===== src/hdl/i2cm_pkg.sv =====
// Constants and register layout for the I2C master sequencer
// How it works
// RL1 - Setting the acknowledge enable pulls the clock low and puts the acknowledge value out
// RL2 - Software picks acknowledge or not-acknowledge value before starting the acknowledge
// RL3 - Acknowledge: one period, release clock, once high another period, clock low, done
// RL4 - Buffer writes while any sequence runs set write collision and are dropped
// RL5 - Stop enable drives data low; once seen low the baud counter runs down
// RL6 - At stop count end clock is released, data released one period later
// RL7 - Data high with clock high sets stop seen; a period later stop ends, irq set
// RL8 - Reset or port disable stops the port and ends any transfer
// RL9 - Start seen and stop seen clear on reset and while the port is off
// RL10 - Software takes the bus only after a stop or when the bus is idle
// RL11 - A stop seen on a busy bus raises the port interrupt flag
// RL12 - Released data bit read low while clock high means bus collision, port idles
// RL13 - Collision checks cover address, data, start, repeated start and acknowledge
// RL14 - Collision in a transfer halts it, clears buffer full, frees both lines
// RL15 - Collision in a sequence aborts it, frees lines, clears the sequence enables
// RL16 - After collision the lines stay watched; a stop sets the port interrupt flag
// RL17 - A buffer write after collision sends the byte from its first bit
// RL18 - Data or clock already low when a start begins aborts with a collision
// RL19 - Start counts once data is high; clock low while data high is a collision
// RL20 - Data low in first start count drives data early; second count ends clock low
// RL21 - Repeated start: data released, count, clock released; data low then collides
// RL22 - Repeated start second count: data falling is fine, clock falling collides
// RL23 - Both high at timeout: data low, count again, then clock low unconditionally
// RL24 - Baud counter reloads from the baud register; one rollover is one period
// RL25 - Both bus lines pass two flip-flop synchronisers before any use
package i2cm_pkg;
  localparam logic [7:0] OFF_CTRL = 8'h00;
  localparam logic [7:0] OFF_STAT = 8'h04;
  localparam logic [7:0] OFF_BUF  = 8'h08;
  localparam logic [7:0] OFF_BAUD = 8'h0c;
  // Control register bits
  localparam int C_SEN  = 0;
  localparam int C_RESTART_SEQ_ENABLE = 1;
  localparam int C_PEN  = 2;
  localparam int C_AEN  = 3;
  localparam int C_ADT  = 4;
  localparam int C_EN   = 5;
  // Status register bits
  localparam int S_BF   = 0;
  localparam int S_WRITE_COLLISION_FLAG = 1;
  localparam int S_BCL  = 2;
  localparam int S_IRQ  = 3;
  localparam int S_SDET = 4;
  localparam int S_PDET = 5;
  localparam int S_ACKS = 6;
  localparam int S_BUSY = 7;
  localparam logic [7:0] BAUD_RST = 8'h09;
  localparam logic [3:0] LAST_BIT = 4'h7;
  localparam logic [3:0] ACK_BIT  = 4'h8;
endpackage


===== src/hdl/i2cm_top.sv =====
// I2C master acknowledge, stop, start and arbitration sequencer with APB registers
//
// The address map and the APB slave port were left to the implementer.
`timescale 1ns/1ns
module i2cm_top (
  input  wire logic        pclk,
  input  wire logic        presetn,
  input  wire logic        psel,
  input  wire logic        penable,
  input  wire logic        pwrite,
  input  wire logic [7:0]  paddr,
  input  wire logic [31:0] pwdata,
  output logic      [31:0] prdata,
  output logic             pready,
  output logic             pslverr,
  input  wire logic        serial_data_line_in,
  output logic             serial_data_line_out,
  output logic             serial_data_line_oe_n,
  input  wire logic        serial_clock_line_in,
  output logic             serial_clock_line_out,
  output logic             serial_clock_line_oe_n
);
  typedef enum {
    ST_IDLE, ST_CHK, ST_W1, ST_W2, RS_REL, RS_SCLH, RS_W1, RS_W2,
    TX_LOW, TX_HIGH, ACK_LOW, ACK_HIGH, SP_LOW, SP_SCLH, SP_SDAH, SP_FIN
  } i2cm_state_t;

  i2cm_state_t state, next_state;
  logic       start_seq_enable, restart_seq_enable, stop_seq_enable, ack_seq_enable;
  logic       ack_data_value, port_en;
  logic       buffer_full_flag, write_collision_flag, bus_collision_flag, port_irq_flag;
  logic       start_det, stop_det, ack_status;
  logic [7:0] tx_rx_buffer, tx_shift, baud_reload_reg, baud_counter;
  logic [3:0] bit_cnt;
  logic       sda_m, sda_s, sda_d, scl_m, scl_s, scl_d;
  logic       next_sda_oe_n, next_scl_oe_n;
  logic       ev_bcl, ev_irq, ev_pset, bf_clr, ack_cap, bit_inc, hold;
  logic [3:0] clr_seq;
  logic       access, wr, buf_wr, buf_ok, baud_done, bus_start, bus_stop;

  // APB transfer qualifiers
  assign access = psel & penable & pready;
  assign wr     = access & pwrite;
  assign buf_wr = wr & (paddr == i2cm_pkg::OFF_BUF);
  assign buf_ok = buf_wr & (state == ST_IDLE) & port_en;

  // Two stage synchronisers plus a delayed copy for edges
  always_ff @(posedge pclk or negedge presetn) begin
    if (!presetn) begin
      sda_m <= 1'b1;
      sda_s <= 1'b1;
      sda_d <= 1'b1;
      scl_m <= 1'b1;
      scl_s <= 1'b1;
      scl_d <= 1'b1;
    end else begin
      sda_m <= serial_data_line_in; // RL25
      sda_s <= sda_m;
      sda_d <= sda_s;
      scl_m <= serial_clock_line_in; // RL25
      scl_s <= scl_m;
      scl_d <= scl_s;
    end
  end

  // Bus condition detection on the synchronised lines
  assign bus_start = scl_s & scl_d & sda_d & ~sda_s;
  assign bus_stop  = scl_s & scl_d & ~sda_d & sda_s;

  // Baud counter, reloaded on entry to each step and while waiting
  always_ff @(posedge pclk or negedge presetn) begin
    if (!presetn) begin
      baud_counter <= i2cm_pkg::BAUD_RST;
    end else if (hold || next_state != state) begin
      baud_counter <= baud_reload_reg; // RL24
    end else if (baud_counter != 8'h00) begin
      baud_counter <= baud_counter - 8'h01;
    end
  end
  assign baud_done = (baud_counter == 8'h00) & ~hold;

  // Sequencer next state and line drive
  always_comb begin
    next_state    = state;
    next_sda_oe_n = serial_data_line_oe_n;
    next_scl_oe_n = serial_clock_line_oe_n;
    ev_bcl  = 1'b0;
    ev_irq  = 1'b0;
    ev_pset = 1'b0;
    bf_clr  = 1'b0;
    ack_cap = 1'b0;
    bit_inc = 1'b0;
    hold    = 1'b0;
    clr_seq = 4'h0;
    case (state)
      ST_IDLE: begin
        hold = 1'b1; // Counter stopped while idle
        if (start_seq_enable) begin
          next_state = ST_CHK;
        end else if (restart_seq_enable) begin
          next_state    = RS_REL;
          next_sda_oe_n = 1'b1; // RL21
        end else if (stop_seq_enable) begin
          next_state    = SP_LOW;
          next_sda_oe_n = 1'b0; // RL5
        end else if (ack_seq_enable) begin
          next_state    = ACK_LOW;
          next_scl_oe_n = 1'b0; // RL1
          next_sda_oe_n = ack_data_value; // RL1
        end else if (buffer_full_flag) begin
          next_state = TX_LOW;
        end
      end
      ST_CHK: begin
        if (!sda_s || !scl_s) begin
          ev_bcl = 1'b1; // RL18
        end else begin
          next_state = ST_W1; // RL19
        end
      end
      ST_W1: begin
        if (!scl_s && sda_s) begin
          ev_bcl = 1'b1; // RL19
        end else if (!sda_s || baud_done) begin
          next_state    = ST_W2; // RL20
          next_sda_oe_n = 1'b0;
        end
      end
      ST_W2: begin
        if (baud_done) begin
          next_state    = ST_IDLE; // RL20
          next_scl_oe_n = 1'b0;
          clr_seq[i2cm_pkg::C_SEN] = 1'b1;
          ev_irq = 1'b1;
        end
      end
      RS_REL: begin
        hold = ~sda_s;
        if (baud_done) begin
          next_state    = RS_SCLH; // RL21
          next_scl_oe_n = 1'b1;
        end
      end
      RS_SCLH: begin
        hold = 1'b1;
        if (scl_s && !sda_s) begin
          ev_bcl = 1'b1; // RL21
        end else if (scl_s) begin
          next_state = RS_W1; // RL22
        end
      end
      RS_W1: begin
        if (!scl_s && serial_data_line_oe_n) begin
          ev_bcl = 1'b1; // RL22
        end else if (baud_done) begin
          next_state    = RS_W2; // RL23
          next_sda_oe_n = 1'b0;
        end
      end
      RS_W2: begin
        if (baud_done) begin
          next_state    = ST_IDLE; // RL23
          next_scl_oe_n = 1'b0;
          clr_seq[i2cm_pkg::C_RESTART_SEQ_ENABLE] = 1'b1;
          ev_irq = 1'b1;
        end
      end
      TX_LOW: begin
        // Clock pulled low first, so a restart after a collision sends no false edge
        next_scl_oe_n = 1'b0; // RL17
        if (!serial_clock_line_oe_n) begin
          next_sda_oe_n = (bit_cnt == i2cm_pkg::ACK_BIT) ? 1'b1 : tx_shift[7];
        end
        if (baud_done) begin
          next_state    = TX_HIGH;
          next_scl_oe_n = 1'b1;
        end
      end
      TX_HIGH: begin
        hold = ~scl_s;
        if (scl_s && bit_cnt != i2cm_pkg::ACK_BIT && serial_data_line_oe_n && !sda_s) begin
          ev_bcl = 1'b1; // RL12
        end else if (baud_done) begin
          next_scl_oe_n = 1'b0;
          if (bit_cnt == i2cm_pkg::ACK_BIT) begin
            next_state = ST_IDLE;
            ev_irq     = 1'b1;
          end else begin
            next_state = TX_LOW;
            bit_inc    = 1'b1;
            bf_clr     = (bit_cnt == i2cm_pkg::LAST_BIT);
          end
        end
        ack_cap = scl_s & (bit_cnt == i2cm_pkg::ACK_BIT);
      end
      ACK_LOW: begin
        if (baud_done) begin
          next_state    = ACK_HIGH; // RL3
          next_scl_oe_n = 1'b1;
        end
      end
      ACK_HIGH: begin
        hold = ~scl_s;
        if (scl_s && serial_data_line_oe_n && !sda_s) begin
          ev_bcl = 1'b1; // RL13
        end else if (baud_done) begin
          next_state    = ST_IDLE; // RL3
          next_scl_oe_n = 1'b0;
          clr_seq[i2cm_pkg::C_AEN] = 1'b1;
          ev_irq = 1'b1;
        end
      end
      SP_LOW: begin
        hold = sda_s; // RL5
        if (baud_done) begin
          next_state    = SP_SCLH; // RL6
          next_scl_oe_n = 1'b1;
        end
      end
      SP_SCLH: begin
        hold = ~scl_s;
        if (baud_done) begin
          next_state    = SP_SDAH; // RL6
          next_sda_oe_n = 1'b1;
        end
      end
      SP_SDAH: begin
        hold = 1'b1;
        if (!scl_s) begin
          ev_bcl = 1'b1; // RL15
        end else if (sda_s) begin
          next_state = SP_FIN; // RL7
          ev_pset    = 1'b1;
        end
      end
      SP_FIN: begin
        if (baud_done) begin
          next_state = ST_IDLE; // RL7
          clr_seq[i2cm_pkg::C_PEN] = 1'b1;
          ev_irq = 1'b1;
        end
      end
      default: next_state = ST_IDLE;
    endcase
    // Collision frees both lines and aborts everything
    if (ev_bcl) begin
      next_state    = ST_IDLE; // RL15
      next_sda_oe_n = 1'b1;
      next_scl_oe_n = 1'b1;
      clr_seq       = 4'hf;
      bf_clr        = 1'b1; // RL14
    end
    if (!port_en) begin
      next_state    = ST_IDLE; // RL8
      next_sda_oe_n = 1'b1;
      next_scl_oe_n = 1'b1;
    end
  end

  // Sequencer state and pin drivers
  always_ff @(posedge pclk or negedge presetn) begin
    if (!presetn) begin
      state                  <= ST_IDLE; // RL8
      serial_data_line_oe_n  <= 1'b1;
      serial_clock_line_oe_n <= 1'b1;
      serial_data_line_out   <= 1'b0;
      serial_clock_line_out  <= 1'b0;
    end else begin
      state                  <= next_state;
      serial_data_line_oe_n  <= next_sda_oe_n;
      serial_clock_line_oe_n <= next_scl_oe_n;
      serial_data_line_out   <= 1'b0;
      serial_clock_line_out  <= 1'b0;
    end
  end

  // Byte shifter and bit position
  always_ff @(posedge pclk or negedge presetn) begin
    if (!presetn) begin
      tx_shift   <= 8'h00;
      bit_cnt    <= 4'h0;
      ack_status <= 1'b0;
    end else begin
      if (buf_ok) begin
        tx_shift <= pwdata[7:0]; // RL17
        bit_cnt  <= 4'h0; // RL17
      end else if (bit_inc) begin
        tx_shift <= {tx_shift[6:0], 1'b0};
        bit_cnt  <= bit_cnt + 4'h1;
      end
      if (ack_cap) begin
        ack_status <= sda_s;
      end
    end
  end

  // Control bits; sequence enables only taken while idle
  always_ff @(posedge pclk or negedge presetn) begin
    if (!presetn) begin
      start_seq_enable   <= 1'b0;
      restart_seq_enable <= 1'b0;
      stop_seq_enable    <= 1'b0;
      ack_seq_enable     <= 1'b0;
      ack_data_value     <= 1'b0;
      port_en            <= 1'b0;
      baud_reload_reg    <= i2cm_pkg::BAUD_RST;
    end else begin
      if (wr && paddr == i2cm_pkg::OFF_CTRL) begin
        ack_data_value <= pwdata[i2cm_pkg::C_ADT];
        port_en        <= pwdata[i2cm_pkg::C_EN];
      end
      if (wr && paddr == i2cm_pkg::OFF_CTRL && state == ST_IDLE) begin
        start_seq_enable   <= pwdata[i2cm_pkg::C_SEN];
        restart_seq_enable <= pwdata[i2cm_pkg::C_RESTART_SEQ_ENABLE];
        stop_seq_enable    <= pwdata[i2cm_pkg::C_PEN];
        ack_seq_enable     <= pwdata[i2cm_pkg::C_AEN];
      end else begin
        start_seq_enable   <= start_seq_enable & ~clr_seq[i2cm_pkg::C_SEN] & port_en;
        restart_seq_enable <= restart_seq_enable & ~clr_seq[i2cm_pkg::C_RESTART_SEQ_ENABLE] & port_en;
        stop_seq_enable    <= stop_seq_enable & ~clr_seq[i2cm_pkg::C_PEN] & port_en;
        ack_seq_enable     <= ack_seq_enable & ~clr_seq[i2cm_pkg::C_AEN] & port_en;
      end
      if (wr && paddr == i2cm_pkg::OFF_BAUD) begin
        baud_reload_reg <= pwdata[7:0]; // RL24
      end
    end
  end

  // Buffer and flags; hardware set wins over software clear
  always_ff @(posedge pclk or negedge presetn) begin
    if (!presetn) begin
      tx_rx_buffer         <= 8'h00;
      buffer_full_flag     <= 1'b0;
      write_collision_flag <= 1'b0;
      bus_collision_flag   <= 1'b0;
      port_irq_flag        <= 1'b0;
    end else begin
      if (buf_ok) begin
        tx_rx_buffer <= pwdata[7:0];
      end
      buffer_full_flag <= buf_ok | (buffer_full_flag & ~bf_clr & port_en); // RL14
      if (wr && paddr == i2cm_pkg::OFF_STAT) begin
        write_collision_flag <= write_collision_flag & ~pwdata[i2cm_pkg::S_WRITE_COLLISION_FLAG];
        bus_collision_flag   <= bus_collision_flag & ~pwdata[i2cm_pkg::S_BCL];
        port_irq_flag        <= port_irq_flag & ~pwdata[i2cm_pkg::S_IRQ];
      end
      if (buf_wr && !buf_ok) begin
        write_collision_flag <= 1'b1; // RL4
      end
      if (ev_bcl) begin
        bus_collision_flag <= 1'b1; // RL12
      end
      if (ev_irq || (bus_stop && state == ST_IDLE && start_det)) begin
        port_irq_flag <= 1'b1; // RL11 RL16
      end
    end
  end

  // Bus busy tracking from start and stop conditions
  always_ff @(posedge pclk or negedge presetn) begin
    if (!presetn) begin
      start_det <= 1'b0; // RL9
      stop_det  <= 1'b0;
    end else if (!port_en) begin
      start_det <= 1'b0; // RL9
      stop_det  <= 1'b0;
    end else if (bus_start) begin
      start_det <= 1'b1;
      stop_det  <= 1'b0;
    end else if (bus_stop || ev_pset) begin
      start_det <= 1'b0;
      stop_det  <= 1'b1; // RL7
    end
  end

  // APB slave with one wait state and registered answer
  always_ff @(posedge pclk or negedge presetn) begin
    if (!presetn) begin
      pready  <= 1'b0;
      prdata  <= 32'h0000_0000;
      pslverr <= 1'b0;
    end else begin
      pready  <= psel & penable & ~pready;
      prdata  <= 32'h0000_0000;
      pslverr <= 1'b0;
      if (psel && penable && !pready) begin
        if (paddr == i2cm_pkg::OFF_CTRL) begin
          prdata[5:0] <= {port_en, ack_data_value, ack_seq_enable, stop_seq_enable,
                          restart_seq_enable, start_seq_enable};
        end else if (paddr == i2cm_pkg::OFF_STAT) begin
          prdata[7:0] <= {state != ST_IDLE, ack_status, stop_det, start_det, port_irq_flag,
                          bus_collision_flag, write_collision_flag, buffer_full_flag};
        end else if (paddr == i2cm_pkg::OFF_BUF) begin
          prdata[7:0] <= tx_rx_buffer;
        end else if (paddr == i2cm_pkg::OFF_BAUD) begin
          prdata[7:0] <= baud_reload_reg;
        end else begin
          pslverr <= 1'b1;
        end
      end
    end
  end
endmodule


===== config.mk =====
export PLATFORM = sky130hd
export DESIGN_NAME = i2cm_top
export DESIGN_NICKNAME = d
export VERILOG_FILES = /design/src/hdl/i2cm_pkg.sv /design/src/hdl/i2cm_top.sv
export SDC_FILE = /design/constraint.sdc
export NUM_CORES = 1
export LEC_CHECK = 0
export ABC_AREA = 0
export ABC_CLOCK_PERIOD_IN_PS = 3700
export BUFFER_PORTS_ARGS = -buffer_cell sky130_fd_sc_hd__buf_2
export CELL_PAD_IN_SITES_DETAIL_PLACEMENT = 1
export CELL_PAD_IN_SITES_GLOBAL_PLACEMENT = 1
export CORE_MARGIN = 2
export CORE_UTILIZATION = 40
export CTS_CLUSTER_DIAMETER = 120
export DETAILED_ROUTE_END_ITERATION = 10
export PLACE_DENSITY_LB_ADDON = 0.1
export SKIP_LAST_GASP = 1
export SLEW_MARGIN = 20
export SYNTH_ARGS = -nofsm -noshare
export SYNTH_HDL_FRONTEND = slang
export SYNTH_SLANG_ARGS = --single-unit

===== constraint.sdc =====
create_clock -name pclk -period 3.7 [get_ports pclk]
set_input_delay 0.37 -clock pclk [delete_from_list [all_inputs] [get_ports pclk]]
set_output_delay 0.37 -clock pclk [all_outputs]
set_load 0.005 [all_outputs]

**After elaboration in Yosys (flattened, before gate mapping)**

Index checks and enable logic that the tools add are counted.
W data, S select, Z words.

- Bits in registers: 99
- Input bits: 47
- Output and inout bits: 38
- Logic and storage cells: 273

- Add/sub/neg operators: 2
- Eq/ne operators: 39
- Muxes and demuxes: 117
- Bitwise logic cells: 41
- Reductions and logical operators: 44

Operator list:

| operator | count |
|---|---|
| $mux W32 | 25 |
| $pmux W32 S14 | 1 |
| $eq A32 B4 Y1 const B | 8 |
| $eq A32 B3 Y1 const B | 4 |
| $mux W1 | 72 |
| $eq A32 B2 Y1 const B | 2 |
| $logic_not A32 Y1 | 2 |
| $mux W8 | 8 |
| $ne A4 B4 Y1 const B | 13 |
| $eq A32 B1 Y1 const B | 1 |
| $ne A32 B32 Y1 | 1 |
| $reduce_bool A32 Y1 | 1 |
| $and A1 B1 Y1 | 27 |
| $logic_and A1 B1 Y1 | 17 |
| $eq A8 B4 Y1 const B | 2 |
| $logic_not A8 Y1 | 2 |
| $mux W4 | 4 |
| $not A1 Y1 | 13 |
| $reduce_or A3 Y1 | 4 |
| $reduce_bool A2 Y1 | 5 |
| $reduce_and A9 Y1 | 1 |
| $eq A8 B3 Y1 const B | 1 |
| $ne A8 B3 Y1 const B | 1 |
| $reduce_and A8 Y1 | 1 |
| other kinds (20) | 27 |

**Depth between registers and ports, before layout**

- Depth after elaboration: 14
- Mapped depth: 10
- Mapped depth without buffers: 9

**Least setup slack after synthesis**

No wires, ideal clock.

- Path kind: register -> register
- Start: reg baud_counter[0]
- End: reg baud_counter[1]
- Library setup time: 0.125 ns
- Arrival time: 2.770 ns
- Data required time: 3.575 ns
- Path slack: 0.806 ns
- Cell stages (with the launch flop): 10
- Buffers on the path: 0
- Clock period less this slack: 2.894 ns
- Cell sequence: dfstp_2 > inv_1 > ha_1 > nor4b_4 > nand2_2 > or3_4 > a41oi_2 > o311ai_2 > a2111oi_4 > mux2_2

- Cells in the longest elaborated chain, start to end: 11
- Elaborated cells on any way between the ends: 26
- Classes of those cells: add/sub (1); eq/ne (1); mux (18); bitwise (1); reduce/logical (5)

Ends and longest elaborated chain:

| what | line | text |
|---|---|---|
| start, declared | i2cm_top.sv:33 | `logic [7:0] tx_rx_buffer, tx_shift, baud_reload_reg, baud_counter;` |
| start signal, assigned | i2cm_top.sv:73 | `baud_counter <= i2cm_pkg::BAUD_RST;` |
| start signal, assigned | i2cm_top.sv:75 | `baud_counter <= baud_reload_reg;` |
| start signal, assigned | i2cm_top.sv:77 | `baud_counter <= baud_counter - 8'h01;` |
| $logic_not A8 Y1 | i2cm_top.sv:80 | `assign baud_done = (baud_counter == 8'h00) & ~hold;` |
| $and A1 B1 Y1 | i2cm_top.sv:80 |  |
| $logic_or A1 B1 Y1 | i2cm_top.sv:124 | `end else if (!sda_s \|\| baud_done) begin` |
| $mux W32 | i2cm_top.sv:124 |  |
| $mux W32 | i2cm_top.sv:122 | `if (!scl_s && sda_s) begin` |
| $pmux W32 S14 | i2cm_top.sv:95 | `case (state)` |
| $mux W32 | i2cm_top.sv:246 | `if (ev_bcl) begin` |
| $mux W32 | i2cm_top.sv:253 | `if (!port_en) begin` |
| $ne A32 B32 Y1 | i2cm_top.sv:74 | `end else if (hold \|\| next_state != state) begin` |
| $logic_or A1 B1 Y1 | i2cm_top.sv:74 |  |
| $mux W8 or $reduce_bool A2 Y1 (tied branches) | - |  |

Several ways; a longest one is shown, not always the timed one. The select of a mux whose other input is x is not followed.
A chain may end at the register's enable or synchronous reset.

**Worst setup path after layout**

- Start: reg baud_counter[0]
- End: reg baud_counter[2]

The elaborated chain is that of the path after synthesis.

==> run_results.csv <==
group,metric,value,unit
power,clkPwrFrac,0.461,
sta,setup_tns,0,ns
power,power.switching,0.4855,mW
synthesis,yosysTopAreaCellShare,0.4265,
outcome,violations,"hold timing",
final_layout,fin_area,5788,µm²
grt,met1_usage,0.3018,
sta,finalMaxSlewViolations,0,
floorplan,die_x,117.0,µm
route,drtAntennaViolNets,0,
grt,antenna_found_initial,0,
synthesis,yosys.area_share.simple,0.2022,
placed_design,io_buffer_count,34,
power,ir_worst_vdd,290.9,µV
cts,cts_resized,0,
cts,max-clock-path-buffers,2,
critical_path,path_delay_family,"simple AND/OR/NAND/NOR gates",
cts,numCtsBuffers,9,
sta,finalCritPeriodShare,0.8530,
sta,slew_headroom,0.4819,
route,finalWirelength,13620,µm
cts,cts_tree,"yes",
critical_path,crit_buf_inv,2,
critical_path,critPathLaunchType,"flop",
grt,track_usage,0.2154,
sta,grt_setup_unrepaired,"no",
critical_path,worstRegToRegCells,10,
critical_path,critPathCaptureType,"flop",
placed_design,dpl_cell_area,5463,µm²
floorplan,dieArea,13680,µm²
synthesis,synthCells,507,
sta,max_freq,0.3168,GHz
cts,ctsHoldBuffers,0,
final_layout,mostFrequentLayoutCells,"dfrtp_1, nand2_1, conb_1",
floorplan,core,12520,µm²
sta,tightest_slew,0.7711,ns
synthesis,async_reset_ff_frac,1.000,
cts,cts.sinks,99,
sta,setup_slack,0.5438,ns
final_layout,antenna_cells,0,
floorplan,ios,85,
power,swShare,0.2181,
sta,setup_viol,0,
synthesis,synthFlopType,"dfrtp_1",
power,comb_power_share,0.037,
final_layout,syn_to_final_growth,13.38,%
synthesis,synth-edff-count,0,
grt,grt.busiest_layer,"met2",
synthesis,synthAdderAreaFrac,0.007353,
synthesis,synth_area_leaders,"dfrtp_1, dfstp_2, nand2_1",
grt,grtUsageMet2,0.3426,
grt,grt_pass1_vias,4159,
cts,clk_pin_slew,0.07,ns
placed_design,place_worst_setup_slack,0.5159,ns
route,first_pass_iters,4,
grt,grt_use_met3,0.04789,
cts,clkLatencyLatePin,0.35,ns
run,cap_viol_max_count,0,
critical_path,cp_slowest_stage_delay,0.49,ns
sta,finClkSkew,0.01079,ns
route,drt_iter0_drc,237,
final_layout,final_nets,619,
outcome,outcome,"complete, but fails checks",
synthesis,ys_types,75,
critical_path,crit_chain,"inv_1 > ha_1 > nor4b_4 > nand2_2 > or3_4 > a41oi_2 > o311ai_2 > a2111oi_4 > buf_4 > mux2_2",
floorplan,rows,41,
synthesis,synth_top_area_cell,"dfrtp_1",
cts,clockRootBuffer,"clkbuf_16",
power,seq_power_share,0.503,
critical_path,worstPathArrival,3.38,ns
power,power_density,384.6,nW/µm²
synthesis,synth_compound_area_frac,0.1532,
floorplan,initial_core_util,0.4078,
final_layout,largest_reg_flops,32,
grt,grt_max_degree,40,
sta,whs,-0.01556,ns
final_layout,final_common_cell,"dfrtp_1",
synthesis,syn-cell-area,5105,µm²
synthesis,synth_xor_area_frac,0.01201,
placed_design,gp_congestion,0.9481,
critical_path,path_depth,10,
synthesis,yosysWarningCount,0,
critical_path,worstPathRequired,3.93,ns
power,p_int,1.740,mW
cts,h-tree-depth,3,
synthesis,avgSynthCellArea,10.07,µm²
grt,grt_overflow,0,
critical_path,path_class,"flop to flop",
floorplan,die_height,117.0,µm
route,wl_per_cell,18.25,µm
synthesis,ys_seq_elements,99,
critical_path,crit_slowest_cell,"or3_4",
critical_path,crit_fanout,9,
power,p_leak,2.611,nW
placed_design,dp_hpwl,10250,µm
worst_hold_path,hold_class,"primary input to async pin",
power,power.total,2.226,mW
route,drc,0,
synthesis,synth.area.mux_share,0.05931,
final_layout,drive_gt1_frac,0.1916,
sta,period_needed,3.156,ns
synthesis,synth_top_family_by_area,"simple AND/OR/NAND/NOR gates",
route,avgViaCountPerCell,5.395,
route,num_vias,4025,
final_layout,top_register,"state",
cts,postCtsSetupBuffers,0,
synthesis,yosysSeqAreaShare,0.4882,
sta,hold_viol,21,
final_layout,fillerInstances,1486,
grt,grt_pass1_wl,22310,µm
-- cells in the mapped netlist (7+ instances only) --
master      n
dfrtp_1    87
nand2_1    67
nor2_1     43
buf_4      26
o21ai_0    20
mux2_2     18
nand3_1    18
a21oi_1    12
clkbuf_1   12
dfstp_2    12
inv_1      12
nor3_1     12
a2111oi_0  11
nor4_1     11
mux2i_1    10
nor2b_1     9
o211ai_1    8
and2_1      7
-- stage by stage --
stage | hold slack (ns) | util | std cells
after floorplan | 0.07441 | - | 560
after global routing | 0.01549 | 0.4624 | 746
after global placement | 0.3466 | 0.4364 | 730
after CTS | 0.001294 | 0.4624 | 746
after detailed placement | 0.3472 | 0.4364 | 730
final | -0.01556 | 0.4624 | 746
-- power by group through the flow --
stage | clock [mW] | combinational [mW] | sequential (mW)
after floorplan | 0 | 0.0553 | 1.13
after global placement | 0 | 0.0793 | 1.14
after detailed placement | 0 | 0.0814 | 1.14
after CTS | 1.05 | 0.0816 | 1.12
after global routing | 1.11 | 0.0960 | 1.12
final | 1.03 | 0.0814 | 1.12
-- layout make-up --
class | instances | area, µm² | share of cell area
clock inverters | 6 | 86.33 | 0.01492
inverters | 12 | 45.04 | 0.007782
well taps | 172 | 215.2 | 0.03718
multi-input cells | 398 | 2425 | 0.4189
clock buffers | 10 | 239.0 | 0.04129
repair buffers | 49 | 285.3 | 0.04929
flip-flops and latches | 99 | 2492 | 0.4306
-- final timing paths --
kind | start | endpoint | slack [ns]
min | presetn | tx_shift[3]$_DFFE_PN0P_ | -0.02
max reg2reg | baud_counter[0]$_DFFE_PN1P_ | baud_counter[2]$_DFFE_PN0P_ | 0.54
min reg2reg | sda_m$_DFF_PN1_ | sda_s$_DFF_PN1_ | 0.36
min in group pclk | serial_clock_line_in | scl_m$_DFF_PN1_ | 0.11
max in group asynchronous | presetn | sda_m$_DFF_PN1_ | 2.89
max | baud_counter[0]$_DFFE_PN1P_ | baud_counter[2]$_DFFE_PN0P_ | 0.54
-- worst reg2reg max path, stage by stage (launching register included) --
cell and delay [ns]:
dfstp_2 0.38, inv_1 0.05, ha_1 0.20, nor4b_4 0.40, nand2_2 0.23, or3_4 0.50, a41oi_2 0.26, o311ai_2 0.13
a2111oi_4 0.34, buf_4 0.22, mux2_2 0.34
-- metal layers --
layer / routed length (µm) / vias to the layer above
met5: 0 / -
met4: 196 / 0
met3: 624 / 15
met2: 6462 / 89
met1: 6333 / 2035
li1: - / 1886
-- cell families after synthesis --
kind of cell,Yosys count
AOI/OAI and AO/OA,101
xor gates and xnor gates,7
adders and majority gates,3
buffers and inverters,63
DFF,99
muxes,28
other,1
and+or+nand+nor,205
Power figures use the tool's default switching activity.
